File: src/hw/dcw_defines.vh
// Constants for the drive command word interpreter.
// Included by the design files; holds definitions only.
`ifndef DCW_DEFINES_VH
`define DCW_DEFINES_VH
// Command word bit positions
`define DCW_BIT_SWITCH_ON 0
`define DCW_BIT_ENABLE_VOLTAGE 1
`define DCW_BIT_QUICK_STOP 2
`define DCW_BIT_ENABLE_OP 3
`define DCW_BIT_FAULT_RESET 7
`define DCW_BIT_HALT 8
`define DCW_BIT_DIRECTION 11
`define DCW_ASSIGN_LSB 11
`define DCW_ASSIGN_MSB 15
`define DCW_CMD_RESET 16'h0000
// Operating states
`define DCW_ST_NOT_READY 4'h1
`define DCW_ST_SW_ON_DIS 4'h2
`define DCW_ST_READY 4'h3
`define DCW_ST_SWITCHED_ON 4'h4
`define DCW_ST_OP_ENABLED 4'h5
`define DCW_ST_QSTOP 4'h6
`define DCW_ST_FAULT_REACT 4'h7
`define DCW_ST_FAULT 4'h8
// Masked state word codes
`define DCW_SW_NOT_READY 16'h0000
`define DCW_SW_SW_ON_DIS 16'h0040
`define DCW_SW_READY 16'h0021
`define DCW_SW_SWITCHED_ON 16'h0023
`define DCW_SW_OP_ENABLED 16'h0027
`define DCW_SW_QSTOP 16'h0007
`define DCW_SW_FAULT_REACT 16'h000F
`define DCW_SW_FAULT 16'h0008
`define DCW_SW_VOLTAGE_BIT 4
`define DCW_SW_WARNING_BIT 7
`define DCW_SW_REMOTE_BIT 9
`define DCW_SW_TARGET_BIT 10
// Function source codes: 0 none, 1..5 command word bit 11..15
`define DCW_SRC_NONE 3'h0
`define DCW_SRC_BIT11 3'h1
`define DCW_SRC_BIT15 3'h5
// Halt stop types
`define DCW_STOP_RAMP 2'h0
`define DCW_STOP_FAST 2'h1
`define DCW_STOP_FREEWHEEL 2'h2
`define DCW_STOP_DC_INJ 2'h3
`endif

File: src/hw/dcw_bit_select.v
// One function input picked from the assignable command word bits.
// Source code 0 or out of range gives the fallback input value.
`timescale 1ns/1ps
`include "dcw_defines.vh"
module dcw_bit_select (
  // Selection
  input wire [2:0] src_sel,
  input wire [4:0] assign_bits,
  input wire fallback,
  // Result
  output reg func_out
);
  always @* begin
    if (src_sel >= `DCW_SRC_BIT11 && src_sel <= `DCW_SRC_BIT15) begin
      func_out = assign_bits[src_sel - 3'h1];
    end else begin
      func_out = fallback;
    end
  end
endmodule

File: src/hw/dcw_interpreter.v
// Drive command word interpreter and drive state machine.
// Assumes the master writes the command word with cmd_we; all inputs synchronous to core_clk.
// Summary of operation
// Halt in operation enabled stops motion by the stop type without leaving the state.
// While halt is active in operation enabled, motor power and torque are off.
// The state stays 5 during halt for every stop type.
// A fast stop request from terminal or an assigned bit moves to switched on.
// A freewheel request from terminal or an assigned bit moves to switch on disabled.
// Command word bits 11 to 15 are selectable sources for function inputs.
// With reset configuration bit 11 drives direction, 0 forward and 1 reverse.
// Fault reset acts on a rising edge of bit 7 and only once the fault cause is gone.
// Bits that are of no significance for a command are ignored in its decode.
// In fault reaction, supply need and motor energising follow the error response setting.
// The master encodes shutdown, switch on, enable, disable, disable voltage and quick stop codes.
// Bits 4, 5, 6, 9 and 10 are reserved and ignored.
// Disable operation freewheels or ramps to switched on, picked by a one-bit setting.
// The master may mask the state word with 006F and compare with state codes.
`timescale 1ns/1ps
`include "dcw_defines.vh"
module dcw_interpreter (
  // Clock and reset
  input wire core_clk,
  input wire rst_n,
  // Command word write port
  input wire cmd_we,
  input wire [15:0] cmd_wdata,
  output wire [15:0] cmd_rdata,
  // Configuration
  input wire [1:0] stop_type,
  input wire disable_op_ramp,
  input wire quick_stop_behaviour_select,
  input wire err_resp_supply,
  input wire err_resp_energise,
  input wire [2:0] dir_src,
  input wire [2:0] fast_stop_src,
  input wire [2:0] freewheel_src,
  input wire [2:0] dc_inj_src,
  // Drive-side inputs
  input wire term_fast_stop,
  input wire term_freewheel,
  input wire term_dir,
  input wire power_ready,
  input wire fault_detect,
  input wire fault_active,
  input wire fault_react_done,
  input wire ramp_done,
  input wire supply_present,
  // Drive-side outputs
  output reg [3:0] op_state_reg,
  output wire [15:0] drive_state_word,
  output reg motor_energised_reg,
  output reg supply_required_reg,
  output reg dir_reverse_reg,
  output reg dc_inj_req_reg,
  output reg [1:0] halt_stop_mode_reg,
  output reg halt_active_reg,
  output reg ramp_active_reg,
  output reg freewheel_active_reg
);
  reg [15:0] drive_command_word_reg;
  reg fault_reset_prev_reg;
  reg [3:0] op_state_next;
  reg stopping_reg;
  reg stopping_next;
  reg [15:0] sw_code;
  wire cmd_so;
  wire cmd_ev;
  wire cmd_qs;
  wire cmd_eo;
  wire fault_reset_edge;
  wire sel_dir;
  wire sel_fast;
  wire sel_free;
  wire sel_dc;
  wire [4:0] assign_bits;

  // Reserved ignored
  // bits 4..6, 9, 10 unused
  assign cmd_rdata = drive_command_word_reg;
  assign cmd_so = drive_command_word_reg[`DCW_BIT_SWITCH_ON];
  assign cmd_ev = drive_command_word_reg[`DCW_BIT_ENABLE_VOLTAGE];
  assign cmd_qs = drive_command_word_reg[`DCW_BIT_QUICK_STOP];
  assign cmd_eo = drive_command_word_reg[`DCW_BIT_ENABLE_OP];
  assign assign_bits = drive_command_word_reg[`DCW_ASSIGN_MSB:`DCW_ASSIGN_LSB];
  // rising edge detect
  assign fault_reset_edge = drive_command_word_reg[`DCW_BIT_FAULT_RESET] & ~fault_reset_prev_reg;

  // assignable bit sources
  dcw_bit_select u_sel_dir (.src_sel(dir_src), .assign_bits(assign_bits), .fallback(term_dir), .func_out(sel_dir));
  dcw_bit_select u_sel_fast (.src_sel(fast_stop_src), .assign_bits(assign_bits), .fallback(1'b0),
    .func_out(sel_fast));
  dcw_bit_select u_sel_free (.src_sel(freewheel_src), .assign_bits(assign_bits), .fallback(1'b0),
    .func_out(sel_free));
  dcw_bit_select u_sel_dc (.src_sel(dc_inj_src), .assign_bits(assign_bits), .fallback(1'b0), .func_out(sel_dc));

  always @(posedge core_clk or negedge rst_n) begin
    if (!rst_n) begin
      drive_command_word_reg <= `DCW_CMD_RESET;
      fault_reset_prev_reg <= 1'b0;
    end else begin
      if (cmd_we) begin
        drive_command_word_reg <= cmd_wdata;
      end
      fault_reset_prev_reg <= drive_command_word_reg[`DCW_BIT_FAULT_RESET];
    end
  end

  // State transitions
  always @* begin
    op_state_next = op_state_reg;
    stopping_next = 1'b0;
    if (fault_detect && op_state_reg != `DCW_ST_FAULT_REACT && op_state_reg != `DCW_ST_FAULT) begin
      op_state_next = `DCW_ST_FAULT_REACT;
    end else begin
      case (op_state_reg)
        `DCW_ST_NOT_READY: begin
          if (power_ready) begin
            op_state_next = `DCW_ST_SW_ON_DIS;
          end
        end
        `DCW_ST_SW_ON_DIS: begin
          // don't-care bits ignored
          if (cmd_ev && cmd_qs && !term_freewheel && !sel_free) begin
            op_state_next = (cmd_so && cmd_eo) ? `DCW_ST_OP_ENABLED : `DCW_ST_READY;
          end
        end
        `DCW_ST_READY, `DCW_ST_SWITCHED_ON: begin
          if (!cmd_ev || term_freewheel || sel_free) begin
            op_state_next = `DCW_ST_SW_ON_DIS;
          end else if (!cmd_qs) begin
            op_state_next = `DCW_ST_SW_ON_DIS;
          end else if (!cmd_so) begin
            op_state_next = `DCW_ST_READY;
          end else if (cmd_eo && !term_fast_stop && !sel_fast) begin
            op_state_next = `DCW_ST_OP_ENABLED;
          end else begin
            op_state_next = `DCW_ST_SWITCHED_ON;
          end
        end
        `DCW_ST_OP_ENABLED: begin
          // freewheel stop
          if (!cmd_ev || term_freewheel || sel_free) begin
            op_state_next = `DCW_ST_SW_ON_DIS;
          end else if (!cmd_qs) begin
            op_state_next = `DCW_ST_QSTOP;
          end else if (!cmd_so) begin
            op_state_next = `DCW_ST_READY;
          // fast stop to 4
          end else if (term_fast_stop || sel_fast) begin
            op_state_next = `DCW_ST_SWITCHED_ON;
          // disable operation stop
          end else if (!cmd_eo) begin
            if (disable_op_ramp && !(stopping_reg && ramp_done)) begin
              stopping_next = 1'b1;
            end else begin
              op_state_next = `DCW_ST_SWITCHED_ON;
            end
          end
        end
        `DCW_ST_QSTOP: begin
          if (!cmd_ev || term_freewheel || sel_free) begin
            op_state_next = `DCW_ST_SW_ON_DIS;
          end else if (ramp_done && !quick_stop_behaviour_select) begin
            op_state_next = `DCW_ST_SW_ON_DIS;
          end
        end
        `DCW_ST_FAULT_REACT: begin
          if (fault_react_done) begin
            op_state_next = `DCW_ST_FAULT;
          end
        end
        `DCW_ST_FAULT: begin
          // reset once cause gone
          if (fault_reset_edge && !fault_active) begin
            op_state_next = `DCW_ST_SW_ON_DIS;
          end
        end
        default: begin
          op_state_next = `DCW_ST_NOT_READY;
        end
      endcase
    end
  end

  always @(posedge core_clk or negedge rst_n) begin
    if (!rst_n) begin
      op_state_reg <= `DCW_ST_NOT_READY;
      stopping_reg <= 1'b0;
      motor_energised_reg <= 1'b0;
      supply_required_reg <= 1'b0;
      dir_reverse_reg <= 1'b0;
      dc_inj_req_reg <= 1'b0;
      halt_stop_mode_reg <= `DCW_STOP_RAMP;
      halt_active_reg <= 1'b0;
      ramp_active_reg <= 1'b0;
      freewheel_active_reg <= 1'b0;
    end else begin
      op_state_reg <= op_state_next;
      stopping_reg <= stopping_next;
      // direction from bit 11
      dir_reverse_reg <= sel_dir;
      dc_inj_req_reg <= sel_dc;
      halt_stop_mode_reg <= stop_type;
      // halt stays in state 5
      halt_active_reg <= (op_state_next == `DCW_ST_OP_ENABLED) && drive_command_word_reg[`DCW_BIT_HALT];
      ramp_active_reg <= stopping_next || (op_state_next == `DCW_ST_QSTOP);
      freewheel_active_reg <= (op_state_reg == `DCW_ST_OP_ENABLED) && (op_state_next == `DCW_ST_SWITCHED_ON)
        && !disable_op_ramp;
      case (op_state_next)
        `DCW_ST_OP_ENABLED: begin
          // no torque during halt
          motor_energised_reg <= !drive_command_word_reg[`DCW_BIT_HALT];
          supply_required_reg <= 1'b1;
        end
        `DCW_ST_QSTOP: begin
          motor_energised_reg <= !ramp_done;
          supply_required_reg <= 1'b1;
        end
        `DCW_ST_SWITCHED_ON: begin
          motor_energised_reg <= 1'b0;
          supply_required_reg <= 1'b1;
        end
        `DCW_ST_FAULT_REACT: begin
          // follow error response
          motor_energised_reg <= err_resp_energise;
          supply_required_reg <= err_resp_supply;
        end
        default: begin
          motor_energised_reg <= 1'b0;
          supply_required_reg <= 1'b0;
        end
      endcase
    end
  end

  // State word, masked codes plus voltage, remote and direction
  // masked codes
  always @* begin
    case (op_state_reg)
      `DCW_ST_SW_ON_DIS: sw_code = `DCW_SW_SW_ON_DIS;
      `DCW_ST_READY: sw_code = `DCW_SW_READY;
      `DCW_ST_SWITCHED_ON: sw_code = `DCW_SW_SWITCHED_ON;
      `DCW_ST_OP_ENABLED: sw_code = `DCW_SW_OP_ENABLED;
      `DCW_ST_QSTOP: sw_code = `DCW_SW_QSTOP;
      `DCW_ST_FAULT_REACT: sw_code = `DCW_SW_FAULT_REACT;
      `DCW_ST_FAULT: sw_code = `DCW_SW_FAULT;
      default: sw_code = `DCW_SW_NOT_READY;
    endcase
  end
  assign drive_state_word = {dir_reverse_reg, 5'h00, 1'b1, 1'b0, 3'h0, supply_present, sw_code[3:0]} |
    {8'h00, 1'b0, sw_code[6:5], 5'h00};
endmodule

File: config.mk
export PLATFORM = sky130hd
export DESIGN_NAME = dcw_interpreter
export DESIGN_NICKNAME = d
export VERILOG_FILES = /design/src/hw/dcw_bit_select.v /design/src/hw/dcw_interpreter.v
export VERILOG_INCLUDE_DIRS = /design/src /design/src/hw
export SDC_FILE = /design/constraint.sdc
export NUM_CORES = 1
export LEC_CHECK = 0
export BUFFER_PORTS_ARGS = -buffer_cell sky130_fd_sc_hd__buf_2
export CORE_ASPECT_RATIO = 1.4
export CORE_MARGIN = 1
export CORE_UTILIZATION = 51
export CTS_CLUSTER_SIZE = 8
export DETAILED_ROUTE_END_ITERATION = 12
export PLACE_DENSITY_LB_ADDON = 0.08
export SETUP_SLACK_MARGIN = 0.4
export SLEW_MARGIN = 20
export SYNTH_ARGS = -nofsm -noshare
export SYNTH_HDL_FRONTEND = slang
export SYNTH_HIERARCHICAL = 1
export SYNTH_SLANG_ARGS = --single-unit
File: constraint.sdc
create_clock -name core_clk -period 5.1 [get_ports core_clk]
set_input_delay 0.51 -clock core_clk [delete_from_list [all_inputs] [get_ports core_clk]]
set_output_delay 0.51 -clock core_clk [all_outputs]
set_load 0.05 [all_outputs]
# After elaboration in Yosys (flattened, before gate mapping)
# Index checks and enable logic that the tools add are counted.
# totals
reg_bits,31
latchBits,0
mem_count,0
mem_bits_rw,0
input_bits,46
romBits,0
# op_classes
multipliers,0
shifts,0
addsub,4
n_reduce_logical,36
n_lt_le_gt_ge,12
muxes,42
n_div,0
n_bitwise,3
n_eq_ne,14
# op_table
cell,count
$mux W4,13
$pmux W7 S7,1
$eq A4 B3 Y1 const B,8
$pmux W4 S7,1
$logic_and A1 B1 Y1,19
$mux W1,17
$lt A3 B4 Y1 const B,4
$or A16 B7 Y16,1
$bmux W1 S3,4
$ge A3 B1 Y1 const B,4
$le A3 B3 Y1 const B,4
$mux W3,4
$sub A3 B1 Y3 const B,4
$logic_not A1 Y1,11
$eq A4 B2 Y1 const B,2
$eq A4 B1 Y1 const B,1
$eq A4 B4 Y1 const B,1
$logic_or A1 B1 Y1,4
$ne A4 B3 Y1 const B,1
$ne A4 B4 Y1 const B,1
$pmux W1 S3,1
$reduce_or A3 Y1,1
$pmux W1 S2,1
$reduce_or A2 Y1,1
2 further kinds,2

# Logic depth before layout (Yosys ltp)
# depth
word_depth,15
ltp_mapped,10
mapped_depth_nobuf,10

# By module
# Netlist, hierarchy kept.
# modules_own_cells
module,seq_area_each_um2,instances,cells_per_inst,area_each_um2
dcw_interpreter,777.0,1,139,1550.2
dcw_bit_select,0.0,4,12,121.4

# Least setup slack after synthesis
# OpenSTA, ideal clock, no wires.
# synth_timing
path_type,input -> register
startpoint,input freewheel_src[0]
endpoint,register motor_energised_reg
setup_slack_ns,2.122
path_stages,10
path_buffers,0
arrival_ns,2.853
path_cell_list,inv_1 -> ha_1 -> mux4_2 -> mux2_4 -> mux2_4 -> and4bb_2 -> a221oi_1 -> a211o_1 -> o221a_1 -> o311a_1
# synth_via
elab_chain_len,11
elab_cells_between_ends,20
classes_between,add/sub (1); order compare (2); eq/ne (3); mux (10); reduce/logical (4)
# synth_lines
item,line,text
start: declaration,dcw_interpreter.v:36,"input wire [2:0] freewheel_src,"
$sub A3 B1 Y3,dcw_bit_select.v:15,func_out = assign_bits[src_sel - 3'h1];
$bmux W1 S3,dcw_bit_select.v:15,
$mux W1 (not written as such),dcw_bit_select.v:15,
$mux W1 (*),dcw_bit_select.v:14,if (src_sel >= `DCW_SRC_BIT11 && src_sel <= `DCW_SRC_BIT15) begin
named net sel_free,dcw_interpreter.v:73,wire sel_free;
$logic_not A1 Y1,dcw_interpreter.v:123,if (cmd_ev && cmd_qs && !term_freewheel && !sel_free) begin
$logic_and A1 B1 Y1,dcw_interpreter.v:123,
$mux W4,dcw_interpreter.v:123,
$pmux W4 S7 (*),dcw_interpreter.v:115,case (op_state_reg)
$mux W4 (*),dcw_interpreter.v:112,if (fault_detect && op_state_reg != `DCW_ST_FAULT_REACT && op_state_reg != `DCW_ST_FAULT) begin
$eq A4 B3 Y1,dcw_interpreter.v:209,case (op_state_next)
$pmux W1 S3 (*),dcw_interpreter.v:209,
end signal: assignment,dcw_interpreter.v:212,motor_energised_reg <= !drive_command_word_reg[`DCW_BIT_HALT];
end signal: assignment,dcw_interpreter.v:216,motor_energised_reg <= !ramp_done;
end signal: assignment,dcw_interpreter.v:225,motor_energised_reg <= err_resp_energise;
end: declaration,dcw_interpreter.v:51,"output reg motor_energised_reg,"
# The timed path passes the listed nets; every way through them passes the cells marked *. The select of a mux whose other input is x is not followed.
# A chain may end at the register's enable or synchronous reset.

# Worst setup path after layout
# Same ends and word-level chain as after synthesis.

==> run summary <==
Of all nets on the critical path, the largest fanout is 6. The run finished with clean final reports. For this run, the number of Yosys warnings is 6. The path class of the tightest hold or removal check is in -> async.

Number of global-route vias before repair: 1,619. The data arrival time of the critical path came out at 3.13 ns. The most common cell in the synthesized netlist is sky130_fd_sc_hd__dfrtp_1.

At the later pin of the worst-skew pair, clock insertion delay measures 0.27 ns. TritonCTS built the clock tree. Routability-driven placement finished with a final weighted congestion of 0.843.

The first global-routing pass estimated 7.43 mm of wire. The wire-length estimate of the detail-placed layout is 3.29 mm. The total die area is 0.00425 mm^2, and the total negative setup slack is 0 ns. Counting instances in the post-synthesis netlist gives the leading cell types as sky130_fd_sc_hd__dfrtp_1 (30), sky130_fd_sc_hd__mux2_2 (15), sky130_fd_sc_hd__inv_1 (14). In this run the deepest clock path goes through 2 buffers. The hold buffer count at cts was 0.

The run gives 90 as the number of design-rule violations left by the first detailed-router iteration. The die extent in x was 55.4 um; the number of H-tree branching levels was 2. The repair_antennas step left the layout with diodes totalling 0.

For the final non-filler cell area, the log shows 0.00253 mm^2. The logs give 0 for the number of max-slew violations in the final report and 0 for the total DRC errors in the routed layout. Kind of launch point of the worst setup path: an input port. Summing every instance area after synthesis gives 0.00204 mm^2. The number of distinct library cells after synthesis is 54, and the max-capacitance violation count is 0. The layout overhead on the synthesized area is 24.5%, and the data required time of the worst path is 5.26 ns. At the end of the flow, the number of nets in the layout was 321.

The final route contains 1,654 vias. The tools report the sequential element share of the synthesized area as 0.382. The mean instance size in the synthesized netlist was 10.9 um^2; the switching share of power was 0.475. Clock tree synthesis inserted a total of 5 buffers. The run gives 0.514 as the power share of the combinational group. The first-pass detailed-route iteration total was 4. Setup violations remaining at the end of the flow were counted as 0. In this run, synthesis produced a sequential element count of 31. The number of antenna violations at the first check in global routing was 0; the worst hold slack was 0.268 ns. Number of flip-flops under the largest register name: 16.

The share of flip-flops with an asynchronous set or reset is 1.00. The final antenna-violating net count is 0. The highest clock rate is 0.337 GHz, and the post-CTS clock slew at the launch and capture registers of the worst setup and hold paths is 0.07 ns.

The signal on the critical path passes through buf_2 -> inv_1 -> ha_1 -> mux4_2 -> mux2_4 -> mux2_4 -> and4bb_2 -> a221oi_1 -> a211o_1 -> o221a_1 -> o311a_1. The internal power of the cells totals 658 uW. The starting density of the core was 0.544; the number of enable-type register cells in the synthesized netlist was 0.

The final design utilization was 0.678; the share of total power in sequential cells was 0.290. Summing all placed instances gives a cell area of 0.00242 mm^2. For this design the ratio of total power to cell area is 495 mW/mm^2.

Across the VDD grid, the largest voltage drop is 345 uV. The aggregate global-route resource usage was 0.218; the number of clock sinks was 31. The gate count of the mapped netlist came out at 187. Setup repair after global routing left no endpoint under its margin.

Post-CTS repair changed the size of 0 cells. The fraction of final layout cells with drive strength greater than 1 is 0.481, and the portion of the clock cycle consumed by the worst path in the final layout is 0.582. The proportion of power drawn by the clock network is 0.196, and the largest net degree at the start of global routing is 32. CTS root buffer: sky130_fd_sc_hd__clkbuf_8. The design draws 1.25 mW. In the final routed layout, each cell accounts on average for 13.9 um. Global routing finished with a remaining overflow of 0.

For the net load switching power, the log shows 596 uW. Summed over all instances, the cell type with the most area after synthesis is sky130_fd_sc_hd__dfrtp_1. By area the synthesized netlist is led by sky130_fd_sc_hd__dfrtp_1 (37%), sky130_fd_sc_hd__mux2_2 (8.3%), sky130_fd_sc_hd__mux2_4 (5.9%). Using the TritonRoute via totals, the vias-per-cell ratio works out to 5.34.

The placement row count is 26. Among all flip-flop cells after synthesis, the most frequent one is sky130_fd_sc_hd__dfrtp_1. The number of setup buffers added after CTS is 0. The leakage component of the power is 1.31 nW, and the time the worst path needs with I/O delays and setup is 2.97 ns.

The area fraction of the dominant cell type after synthesis was 0.369; the worst slew margin relative to its limit was 0.549. Summed over all layers, the routed wires come to 4.32 mm. The clock arrives with 0.00329 ns of skew. The setup path with the least slack is of type in -> reg.

The floorplan step defined a core boundary enclosing 0.00374 mm^2. In this run the count of I/O pins placed on the die edge is 91. The cell at the slowest stage of the critical path was sky130_fd_sc_hd__and4bb_2. The largest single stage delay on the critical path is 0.36 ns. STA classifies the critical path endpoint as a flip-flop. The tools report the final hold violation count as 0. The most numerous cell type found on the critical path is sky130_fd_sc_hd__mux2_4. In this run the vertical extent of the chip is 76.8 um. At the pin with the least slew margin, the transition time is 0.676 ns. In this run the tool buffered the top-level ports with 80 buffer cells.
[final timing paths]
path,endpoint,slack (ns),cells after the start,startpoint
max,motor_energised_reg,2.13,11,freewheel_src[0]
min reg2reg,fault_reset_prev_reg,0.42,0,cmd_rdata[7]
max reg2reg,motor_energised_reg,2.23,8,cmd_rdata[11]
max in group asynchronous,cmd_rdata[7],4.39,1,rst_n
min,dc_inj_req_reg,0.27,1,rst_n
min in group core_clk,halt_stop_mode_reg[1],0.34,1,stop_type[1]
[area by class of cell]
cell class / instances / area [um^2]
fill: 313 / 1210
multi-input combinational: 135 / 1130
sequential: 31 / 777
timing repair buffer: 80 / 400
clock buffer: 6 / 82.6
inverter: 14 / 52.6
tap: 42 / 52.6
clock inverter: 2 / 35.0
[critical path, delay by kind of cell]
family / cells / cell delay, ns
mux: 3 / 0.80
compound gates: 4 / 0.98
simple gates: 1 / 0.36
buf+inv: 2 / 0.18
fa+ha+maj: 1 / 0.30
[placed cells by master (no fill, tap or decap), drive strengths merged, types with 3 or more instances in the layout]
cell type,instances
conb,11
nand2,4
nor2b,4
nor3,3
o21ai,6
nand2b,3
a21o,4
mux4,4
dfrtp,30
xnor2,4
or3,5
a21oi,6
mux2,23
ha,8
buf,80
clkbuf,6
and3,5
inv,14
nor2,10
[power by group through the flow]
stage               Clock [mW]  Combinational [mW]  Sequential, mW
global route             0.265               0.687           0.376
global placement             0               0.641           0.367
CTS                      0.254               0.647           0.363
detailed placement           0               0.645           0.368
floorplan                    0               0.415           0.466
finish                   0.246               0.644           0.364
[cells by family after synthesis]
kind of cell / Yosys count / share of synthesized area
AND/OR/NAND/NOR: 50 / 0.159
AO/OA/AOI/OAI: 35 / 0.125
flip-flops: 31 / 0.382
buffers and inverters: 30 / 0.0774
multiplexers: 27 / 0.186
adder cells (fa/ha/maj): 8 / 0.0492
XOR/XNOR: 4 / 0.0172
other: 2 / 0.00369
[metrics by stage]
step,setup slack (ns),instances
2_1_floorplan,2.12,196
3_3_place_gp,1.90,302
3_5_place_dp,1.84,302
4_1_cts,2.14,310
5_1_grt,2.04,310
6_report,2.13,310
[routing by layer]
layer,global-route usage,wire length (um)
met5,0,0
met4,0.0675,57
met3,0.0455,188
met2,0.386,2290
met1,0.262,1790
(Power assumes the default switching activity.)
